[config.mk]
export PLATFORM = sky130hd
export DESIGN_NAME = call_in_sequencer
export DESIGN_NICKNAME = d
export VERILOG_FILES = /design/src/logic/call_in_pkg.sv /design/src/logic/word_fifo.sv /design/src/logic/call_in_sequencer.sv
export SDC_FILE = /design/constraint.sdc
export NUM_CORES = 1
export LEC_CHECK = 0
export BUFFER_PORTS_ARGS = -buffer_cell sky130_fd_sc_hd__clkbuf_2
export CAP_MARGIN = 40
export CORE_ASPECT_RATIO = 1.1
export CORE_UTILIZATION = 40
export CTS_BUF_LIST = sky130_fd_sc_hd__clkbuf_8
export DETAILED_ROUTE_END_ITERATION = 8
export GPL_ROUTABILITY_DRIVEN = 1
export PLACE_DENSITY = 0.68
export SLEW_MARGIN = 30
export SYNTH_ARGS = -nofsm -noshare
export SYNTH_HDL_FRONTEND = slang
export SYNTH_HIERARCHICAL = 1
export SYNTH_SLANG_ARGS = --single-unit
[constraint.sdc]
create_clock -name core_clk_in -period 7.2 [get_ports core_clk_in]
set_input_delay 0.72 -clock core_clk_in [delete_from_list [all_inputs] [get_ports core_clk_in]]
set_output_delay 0.72 -clock core_clk_in [all_outputs]
set_load 0.1 [all_outputs]
[src/logic/call_in_pkg.sv]
// shared types and constants of the call-in sequencer
package call_in_pkg;

	//==================== timing
	localparam longint unsigned CLK_HZ = 20_000_000;
	localparam longint unsigned WAKE_WAIT_S = 30;
	localparam longint unsigned WAKE_WAIT_CYCLES = WAKE_WAIT_S * CLK_HZ;

	//==================== sizes and reset values
	localparam int unsigned FIFO_DEPTH = 4;
	localparam int unsigned UP_WORD_W = 9;
	localparam int unsigned TIME_W = 32;
	localparam int unsigned IDLE_W = 24;
	localparam logic [31:0] DIAL_NUMBER_RESET = 32'h0000_0000;
	localparam logic [31:0] SCHED_TIME_RESET = 32'h0000_0000;

	//==================== card requests and commands
	typedef enum logic [2:0] {
		REQ_NONE = 3'h0,
		REQ_CALL_IN = 3'h1,
		REQ_TERMINATE = 3'h2,
		REQ_GET_SCHED = 3'h3,
		REQ_OTHER = 3'h4
	} card_req_kind_t;

	typedef enum logic [2:0] {
		CMD_NONE = 3'h0,
		CMD_ADDRESSEE = 3'h1,
		CMD_CONN_STATUS = 3'h2,
		CMD_DATA_REQ = 3'h3,
		CMD_CENTER_REPLY = 3'h4,
		CMD_SCHED_REQ = 3'h5
	} card_cmd_t;

	//==================== sequencer states, gray along the call path
	typedef enum logic [2:0] {
		ST_IDLE = 3'b000,
		ST_GET_NUM = 3'b001,
		ST_DIAL = 3'b011,
		ST_SESSION = 3'b010,
		ST_HANGUP = 3'b110,
		ST_WRAP = 3'b111,
		ST_GET_SCHED = 3'b101,
		ST_WAIT_CALL = 3'b100
	} seq_state_t;

	//==================== carriers
	typedef struct packed {
		logic valid;
		card_req_kind_t kind;
	} card_req_t;

	typedef struct packed {
		logic valid;
		card_cmd_t code;
		logic conn_ok;
	} card_cmd_msg_t;

	typedef struct packed {
		logic valid;
		logic ok;
		logic [31:0] data;
	} card_rsp_t;

	typedef struct packed {
		logic valid;
		logic [7:0] data;
		logic seg_end;
		logic more;
	} up_word_t;

	typedef struct packed {
		logic valid;
		logic [7:0] data;
		logic eom;
	} link_word_t;

	typedef struct packed {
		logic connected;
		logic failed;
		logic line_up;
	} modem_stat_t;

endpackage

[src/logic/word_fifo.sv]
// small synchronous fifo with registered ready and valid
`timescale 1ns/1ns
module word_fifo #(
	parameter int unsigned W = 9,
	parameter int unsigned DEPTH = 4
) (
	input wire logic core_clk_in,
	input wire logic rst_in,
	input wire logic in_valid_in,
	output logic in_ready_out,
	input wire logic [W-1:0] in_data_in,
	output logic out_valid_out,
	input wire logic out_ready_in,
	output logic [W-1:0] out_data_out
);
	// depth must be a power of two so the pointers wrap by themselves
	localparam int unsigned AW = $clog2(DEPTH);

	logic [W-1:0] mem [DEPTH];
	logic [AW-1:0] wr_ptr;
	logic [AW-1:0] rd_ptr;
	logic [AW:0] count;
	logic [AW:0] next_count;
	logic push;
	logic pop;

	assign push = in_valid_in && in_ready_out;
	assign pop = out_valid_out && out_ready_in;
	assign out_data_out = mem[rd_ptr];

	always_comb begin
		next_count = count;
		if (push && !pop)
			next_count = count + 1'b1;
		else if (pop && !push)
			next_count = count - 1'b1;
	end

	always_ff @(posedge core_clk_in) begin
		if (push)
			mem[wr_ptr] <= in_data_in;
	end

	always_ff @(posedge core_clk_in) begin
		if (rst_in) begin
			wr_ptr <= '0;
			rd_ptr <= '0;
			count <= '0;
			in_ready_out <= 1'b0;
			out_valid_out <= 1'b0;
		end else begin
			if (push)
				wr_ptr <= wr_ptr + 1'b1;
			if (pop)
				rd_ptr <= rd_ptr + 1'b1;
			count <= next_count;
			in_ready_out <= next_count < (AW+1)'(DEPTH);
			out_valid_out <= next_count != '0;
		end
	end
endmodule // word_fifo

[src/logic/call_in_sequencer.sv]
// call-in sequencer: card requests, modem session, scheduled wake-up
`timescale 1ns/1ns
//==================== behaviour
// Behaviour
// RULE1: schedule request from card reads next call-in
// RULE2: session starts only on card call-in request
// RULE3: fetch center number first, then dial it
// RULE4: report connection result; failure ends session
// RULE5: card termination request makes receiver hang up
// RULE6: after session, read schedule when card asks
// RULE7: relay payload both ways unchanged
// RULE8: payload normally moves with center-reply command
// RULE9: data-request each segment, join, then forward
// RULE10: line drop ends with connection-status command
// RULE11: inactivity or logical error hangs up call
// RULE12: invalid schedule disables scheduled wake-up
// RULE13: read schedule at card insertion with power
// RULE14: compare schedule always; when due, power up
// RULE15: stay able to call while schedule passed
// RULE16: card updates schedule, receiver reads it
// RULE17: no call-in 30 s after wake: reread
// RULE18: lamp lit while call-in in progress
// RULE19: afterwards restore state, drop woken power
// RULE20: further card instructions are carried out
// RULE21: all call-in causes handled the same
// RULE22: card may call in after retry over
// RULE23: inactivity is programmable restartable counter
module call_in_sequencer #(
	parameter longint unsigned WAKE_WAIT = call_in_pkg::WAKE_WAIT_CYCLES
) (
	input wire logic core_clk_in,
	input wire logic rst_in,
	input wire call_in_pkg::card_req_t card_req_in,
	input wire call_in_pkg::card_rsp_t card_rsp_in,
	output call_in_pkg::card_cmd_msg_t card_cmd_out,
	input wire call_in_pkg::up_word_t up_word_in,
	output logic up_ready_out,
	output call_in_pkg::link_word_t card_down_out,
	input wire call_in_pkg::link_word_t center_word_in,
	output call_in_pkg::link_word_t modem_tx_out,
	input wire logic modem_tx_ready_in,
	input wire call_in_pkg::modem_stat_t modem_stat_in,
	output logic dial_out,
	output logic [31:0] dial_number_out,
	output logic hangup_out,
	input wire logic [31:0] now_in,
	input wire logic standby_in,
	input wire logic main_power_in,
	input wire logic card_present_in,
	input wire logic sched_nv_in,
	input wire logic [23:0] idle_limit_in,
	output logic lamp_out,
	output logic circuit_power_out
);
	import call_in_pkg::*;

	//==================== declarations
	seq_state_t state;
	logic [TIME_W-1:0] sched_time;
	logic sched_valid;
	logic woke;
	logic served;
	logic init_ok_seen;
	logic init_pend;
	logic data_req_pend;
	logic [31:0] wait_cnt;
	logic [IDLE_W-1:0] idle_cnt;
	logic req_call;
	logic req_term;
	logic req_sched;
	logic rsp_err;
	logic due;
	logic wake;
	logic in_call;
	logic idle_expired;
	logic wait_expired;
	logic issue_reply;
	logic issue_data_req;
	logic wrap_quiet;
	logic fifo_push;
	logic fifo_valid;
	logic fifo_ready;
	logic [UP_WORD_W-1:0] fifo_data;
	logic init_ok;

	function automatic card_cmd_msg_t cmd(card_cmd_t c, logic ok);
		cmd = '{valid: 1'b1, code: c, conn_ok: ok};
	endfunction

	//==================== request decode
	// the cause of a call-in is not distinguished
	assign req_call = card_req_in.valid && card_req_in.kind == REQ_CALL_IN; // RULE21
	assign req_term = card_req_in.valid && card_req_in.kind == REQ_TERMINATE;
	assign req_sched = card_req_in.valid && card_req_in.kind == REQ_GET_SCHED;
	assign rsp_err = card_rsp_in.valid && !card_rsp_in.ok;
	assign due = sched_valid && now_in >= sched_time; // RULE14 RULE12
	assign wake = state == ST_IDLE && due && !served && !req_call &&
		!req_sched && !init_pend;
	assign in_call = state inside {ST_GET_NUM, ST_DIAL, ST_SESSION,
		ST_HANGUP};
	assign idle_expired = idle_cnt >= idle_limit_in; // RULE23
	assign wait_expired = wait_cnt >= 32'(WAKE_WAIT - 1); // RULE17
	assign issue_reply = state == ST_SESSION && center_word_in.valid &&
		center_word_in.eom;
	assign issue_data_req = state == ST_SESSION && data_req_pend &&
		!issue_reply && !req_term && modem_stat_in.line_up && !rsp_err &&
		!idle_expired;
	assign wrap_quiet = state == ST_WRAP && !req_sched && !req_call;
	assign init_ok = card_present_in && (main_power_in || sched_nv_in);

	//==================== sequencer
	always_ff @(posedge core_clk_in) begin
		if (rst_in) begin
			state <= ST_IDLE;
			card_cmd_out <= '0;
			dial_out <= 1'b0;
			hangup_out <= 1'b0;
			dial_number_out <= DIAL_NUMBER_RESET;
		end else begin
			card_cmd_out <= '0;
			dial_out <= 1'b0;
			hangup_out <= 1'b0;
			unique case (state)
			ST_IDLE, ST_WAIT_CALL: begin
				if (req_call) begin
					state <= ST_GET_NUM; // RULE2 RULE15
					card_cmd_out <= cmd(CMD_ADDRESSEE, 1'b0); // RULE3
				end else if (req_sched || init_pend ||
					(state == ST_WAIT_CALL && wait_expired)) begin
					state <= ST_GET_SCHED; // RULE1 RULE13 RULE16 RULE17
					card_cmd_out <= cmd(CMD_SCHED_REQ, 1'b0);
				end else if (wake) begin
					state <= ST_WAIT_CALL; // RULE14
				end
			end
			ST_GET_NUM: begin
				if (card_rsp_in.valid && card_rsp_in.ok) begin
					dial_number_out <= card_rsp_in.data; // RULE3
					dial_out <= 1'b1;
					state <= ST_DIAL;
				end else if (card_rsp_in.valid) begin
					state <= ST_WRAP;
				end
			end
			ST_DIAL: begin
				if (modem_stat_in.connected) begin
					card_cmd_out <= cmd(CMD_CONN_STATUS, 1'b1); // RULE4
					state <= ST_SESSION;
				end else if (modem_stat_in.failed) begin
					card_cmd_out <= cmd(CMD_CONN_STATUS, 1'b0); // RULE4
					state <= ST_WRAP;
				end
			end
			ST_SESSION: begin
				if (req_term) begin
					hangup_out <= 1'b1; // RULE5
					state <= ST_HANGUP;
				end else if (!modem_stat_in.line_up) begin
					card_cmd_out <= cmd(CMD_CONN_STATUS, 1'b0); // RULE10
					state <= ST_WRAP;
				end else if (rsp_err || idle_expired) begin
					hangup_out <= 1'b1; // RULE11
					state <= ST_HANGUP;
				end else if (issue_reply) begin
					card_cmd_out <= cmd(CMD_CENTER_REPLY, 1'b1); // RULE8
				end else if (issue_data_req) begin
					card_cmd_out <= cmd(CMD_DATA_REQ, 1'b1); // RULE9
				end
			end
			ST_HANGUP: begin
				// the modem drops the line after the hang-up pulse
				if (!modem_stat_in.line_up)
					state <= ST_WRAP;
			end
			ST_WRAP: begin
				if (req_sched) begin
					state <= ST_GET_SCHED; // RULE6 RULE20
					card_cmd_out <= cmd(CMD_SCHED_REQ, 1'b0);
				end else if (req_call) begin
					state <= ST_GET_NUM; // RULE20 RULE15
					card_cmd_out <= cmd(CMD_ADDRESSEE, 1'b0);
				end else begin
					state <= ST_IDLE; // RULE19
				end
			end
			ST_GET_SCHED: begin
				if (card_rsp_in.valid)
					state <= ST_IDLE;
			end
			endcase
		end
	end

	//==================== schedule
	always_ff @(posedge core_clk_in) begin
		if (rst_in) begin
			sched_time <= SCHED_TIME_RESET;
			sched_valid <= 1'b0;
		end else if (state == ST_GET_SCHED && card_rsp_in.valid) begin
			sched_time <= card_rsp_in.data; // RULE1
			sched_valid <= card_rsp_in.ok; // RULE12
		end
	end

	// init read is requested on the rise of card-present with main power or kept schedule
	always_ff @(posedge core_clk_in) begin
		if (rst_in) begin
			init_ok_seen <= 1'b0;
			init_pend <= 1'b0;
		end else begin
			init_ok_seen <= init_ok;
			if (init_ok && !init_ok_seen)
				init_pend <= 1'b1; // RULE13
			else if (state == ST_GET_SCHED)
				init_pend <= 1'b0;
		end
	end

	// one wake per schedule; a fresh read re-arms it
	always_ff @(posedge core_clk_in) begin
		if (rst_in) begin
			woke <= 1'b0;
			served <= 1'b0;
		end else begin
			if (wake)
				woke <= 1'b1; // RULE14
			else if (wrap_quiet ||
				(state == ST_GET_SCHED && card_rsp_in.valid))
				woke <= 1'b0; // RULE19
			if (wake)
				served <= 1'b1;
			else if (state == ST_GET_SCHED && card_rsp_in.valid)
				served <= 1'b0;
		end
	end

	always_ff @(posedge core_clk_in) begin
		if (rst_in)
			wait_cnt <= '0;
		else if (state == ST_WAIT_CALL)
			wait_cnt <= wait_cnt + 1'b1; // RULE17
		else
			wait_cnt <= '0;
	end

	//==================== indicators and power
	always_ff @(posedge core_clk_in) begin
		if (rst_in) begin
			lamp_out <= 1'b0;
			circuit_power_out <= 1'b0;
		end else begin
			lamp_out <= in_call; // RULE18
			// awake in normal use; in standby only while woken or busy
			circuit_power_out <= !standby_in || woke || wake || in_call ||
				state != ST_IDLE; // RULE14 RULE19
		end
	end

	//==================== upload path, card to center
	// words offered outside a session are not taken
	assign fifo_push = up_word_in.valid && state == ST_SESSION && up_ready_out;

	word_fifo #(
		.W(UP_WORD_W),
		.DEPTH(FIFO_DEPTH)
	) u_up_fifo (
		.core_clk_in(core_clk_in),
		.rst_in(rst_in),
		.in_valid_in(up_word_in.valid && state == ST_SESSION),
		.in_ready_out(up_ready_out),
		.in_data_in({up_word_in.data,
			up_word_in.seg_end && !up_word_in.more}), // RULE9
		.out_valid_out(fifo_valid),
		.out_ready_in(fifo_ready),
		.out_data_out(fifo_data)
	);

	assign fifo_ready = !modem_tx_out.valid || modem_tx_ready_in;

	// only the final segment carries the end mark: one joined message
	always_ff @(posedge core_clk_in) begin
		if (rst_in)
			data_req_pend <= 1'b0;
		else if (fifo_push && up_word_in.seg_end && up_word_in.more)
			data_req_pend <= 1'b1; // RULE9
		else if (issue_data_req || state != ST_SESSION)
			data_req_pend <= 1'b0;
	end

	always_ff @(posedge core_clk_in) begin
		if (rst_in)
			modem_tx_out <= '0;
		else if (fifo_ready)
			modem_tx_out <= '{valid: fifo_valid,
				data: fifo_data[UP_WORD_W-1:1],
				eom: fifo_data[0]}; // RULE7
	end

	//==================== download path, center to card
	always_ff @(posedge core_clk_in) begin
		if (rst_in)
			card_down_out <= '0;
		else if (state == ST_SESSION)
			card_down_out <= center_word_in; // RULE7
		else
			card_down_out <= '0;
	end

	//==================== inactivity
	always_ff @(posedge core_clk_in) begin
		if (rst_in)
			idle_cnt <= '0;
		else if (state != ST_SESSION || fifo_push || center_word_in.valid)
			idle_cnt <= '0; // RULE23
		else if (!idle_expired)
			idle_cnt <= idle_cnt + 1'b1;
	end
endmodule // call_in_sequencer

==> flow_summary.json <==
{
  "critPathKind": "flop to flop",
  "async_reset_ff_share_pct": 0,
  "setup_ws_ns": 4.20,
  "grt_pass1_wl_um": 36400,
  "clk_pin_slew_ns": 0.06,
  "insertion_delay_ns": 0.52,
  "ys_warn_count": 6,
  "final_common_cell": "nand2_1",
  "ys_seq_area_share_pct": 47.0,
  "power_density_nw_per_um2": 261,
  "cts_repair_resize_count": 0,
  "port_buffers": 186,
  "rr_startpoint": "idle_cnt[13]",
  "fin_crit_ns": 3.00,
  "rsz0062_at_grt": "false",
  "synthFlopType": "dfxtp_1",
  "ios": 187,
  "tns_ns": 0,
  "drc": 0,
  "reg2reg_depth": 8,
  "totalWireLength_um": 22500,
  "root_buffer": "clkbuf_8",
  "n_fill_cell": 2243,
  "clock_path_buffers": 3,
  "maxCapViolCount": 0,
  "place_hpwl_um": 16500,
  "floorplan.initialDensity_pct": 41.2,
  "whs_endpoint": "u_up_fifo/mem[0][3]",
  "syn-num-nets": 1257,
  "timing.max_slew.rel_slack_pct": 47.1,
  "fp-row-count": 58,
  "vdd_drop_max_mv": 0.199,
  "finalHoldViolCount": 0,
  "dr.pass1.iters": 4,
  "r2r_end": "idle_cnt[23]",
  "cts.sinks": 205,
  "slew_violations": 0,
  "die_h_um": 164,
  "track_usage_pct": 18.6,
  "synth_cell_types": 63,
  "dieArea_um2": 24400,
  "cts_max_level": 2,
  "tightest_slew_ns": 0.787,
  "drtIter0Drc": 355,
  "post-place-ws_ns": 3.80,
  "fin_total_pwr_mw": 3.00,
  "coreArea_um2": 23100,
  "antenna_found_initial": 1,
  "layout.nets": 1449,
  "overflow": 0,
  "hold_path_class": "input port to flop",
  "grt_pass1_vias": 7669,
  "vias": 8021,
  "crit_path_max_fanout": 13,
  "p_leak_nw": 4.73,
  "period_share_pct": 41.6,
  "wl_per_cell_um": 14.2,
  "synth_edf_count": 36,
  "drive_above_1_share_pct": 21.3,
  "netlist_area_um2": 9500,
  "worstPathRequired_ns": 7.65,
  "reg2reg_slack_ns": 4.20,
  "status": "finished, final reports clean",
  "layout_common_cells": "200 x nand2_1, 185 x clkbuf_2, 169 x dfxtp_1, 116 x a21oi_1, 81 x inv_1",
  "finalSetupViolations": 0,
  "tritoncts": "done",
  "multi_input_area_um2": 4600,
  "yosysTopAreaCellShare_pct": 35.6,
  "cts_setup_buffers": 0,
  "area_growth_pct": 20.7,
  "regArea_um2": 4460,
  "hold_depth": 1,
  "startpoint_type": "flop",
  "numCtsBuffers": 37,
  "drt.antenna.violating_nets": 0,
  "gp_congestion": 0.814,
  "min-delay-start": "up_word_in[4]",
  "fmax_mhz": 334,
  "synth_area_leaders": "dfxtp_1 36%, edfxtp_1 11%, ha_1 8.4%",
  "cts_hold_buf": 0,
  "fp.dieW_um": 149,
  "synth.largest_area_cell": "dfxtp_1",
  "finClkSkew_ns": 0.0185,
  "cp.arrival_ns": 3.45,
  "syn_inst": 1068,
  "avgSynthCellArea_um2": 8.90,
  "end_kind": "flop",
  "grt_max_degree": 52,
  "viasPerCell": 5.05,
  "synth_seq_cells": 205
}
[cell usage after synthesis (all sizes together) (11+ instances only)]
library cell and number:
a21oi 117, dfxtp 169, and3 34, edfxtp 36, inv 70, nand4 19, nand3 33, xnor2 19
nor3 11, o21ai 23, nand2 202, nor2 74, ha 64, xor2 25, clkbuf 38
[area by class of cell]
type	instances	share of cell area, %
diodes	2	0.0436
clock buffers	42	5.04
clock inverters	23	1.44
inverters	71	2.32
multi-input cells	749	40.1
flip-flops and latches	205	38.9
well taps	300	3.27
repair buffers	196	8.88
[metrics by stage]
step | cells | utilization (%) | hold WS [ns] | area, µm²
finish | 1588 | 49.7 | 0.412 | 11500
global route | 1586 | 49.7 | 0.391 | 11500
CTS | 1585 | 49.7 | 0.381 | 11500
detailed placement | 1520 | 46.4 | 0.444 | 10700
global placement | 1517 | 46.3 | 0.440 | 10700
floorplan | 1068 | - | 0.426 | 9500
[flip-flops by register name (all words and copies together), names as in the netlist, 2 cells and up, named ones only]
| register | cells |
|---|---|
| card_down_out | 10 |
| dial_number_out | 32 |
| idle_cnt | 24 |
| state | 3 |
| u_up_fifo/mem | 36 |
| u_up_fifo/wr_ptr | 2 |
| wait_cnt | 32 |
| u_up_fifo/count | 3 |
| card_cmd_out | 5 |
| u_up_fifo/rd_ptr | 2 |
| sched_time | 32 |
| modem_tx_out | 10 |
[kinds of logic after synthesis]
family | share of synthesized area (%)
buffers and inverters | 4.65
flip-flops | 47.0
adder cells (fa/ha/maj) | 8.43
multiplexers | 2.79
XOR/XNOR | 4.05
AO/OA/AOI/OAI | 11.7
AND/OR/NAND/NOR | 21.4
[report_power, final]
group | internal (mW) | leakage [nW] | switching (mW) | total, mW
clock network | 0.611 | 0.421 | 0.480 | 1.09
registers | 1.23 | 1.69 | 0.0770 | 1.31
logic | 0.183 | 2.62 | 0.417 | 0.600
[routing by layer]
metal	vias to the layer above	global-route usage, %	wire, µm
li1	4088	-	-
met4	0	7.33	562
met1	3727	22.9	9890
met5	-	0	0
met2	163	31.5	10900
met3	43	3.85	1150
[worst max-delay path, cell delays in order (launching register included)]
cell	delay, ns
dfxtp_1	0.43
ha_1	0.29
a21oi_1	0.23
o21a_1	0.15
o211ai_1	0.11
a211o_1	0.48
or4_1	0.70
or3_1	0.39
a21oi_1	0.15
[worst max path at each step]
stage	from	endpoint	slack, ns	depth (start not counted)
2_1_floorplan	idle_limit_in[22]	idle_cnt[23]	4.31	10
3_3_place_gp	rst_in	idle_cnt[18]	3.73	6
3_5_place_dp	idle_limit_in[13]	idle_cnt[23]	3.80	10
4_1_cts	idle_cnt[13]	idle_cnt[23]	4.20	8
5_1_grt	idle_cnt[13]	idle_cnt[23]	4.00	8
6_report	idle_cnt[13]	idle_cnt[23]	4.20	8
Power figures use the tool's default switching activity.
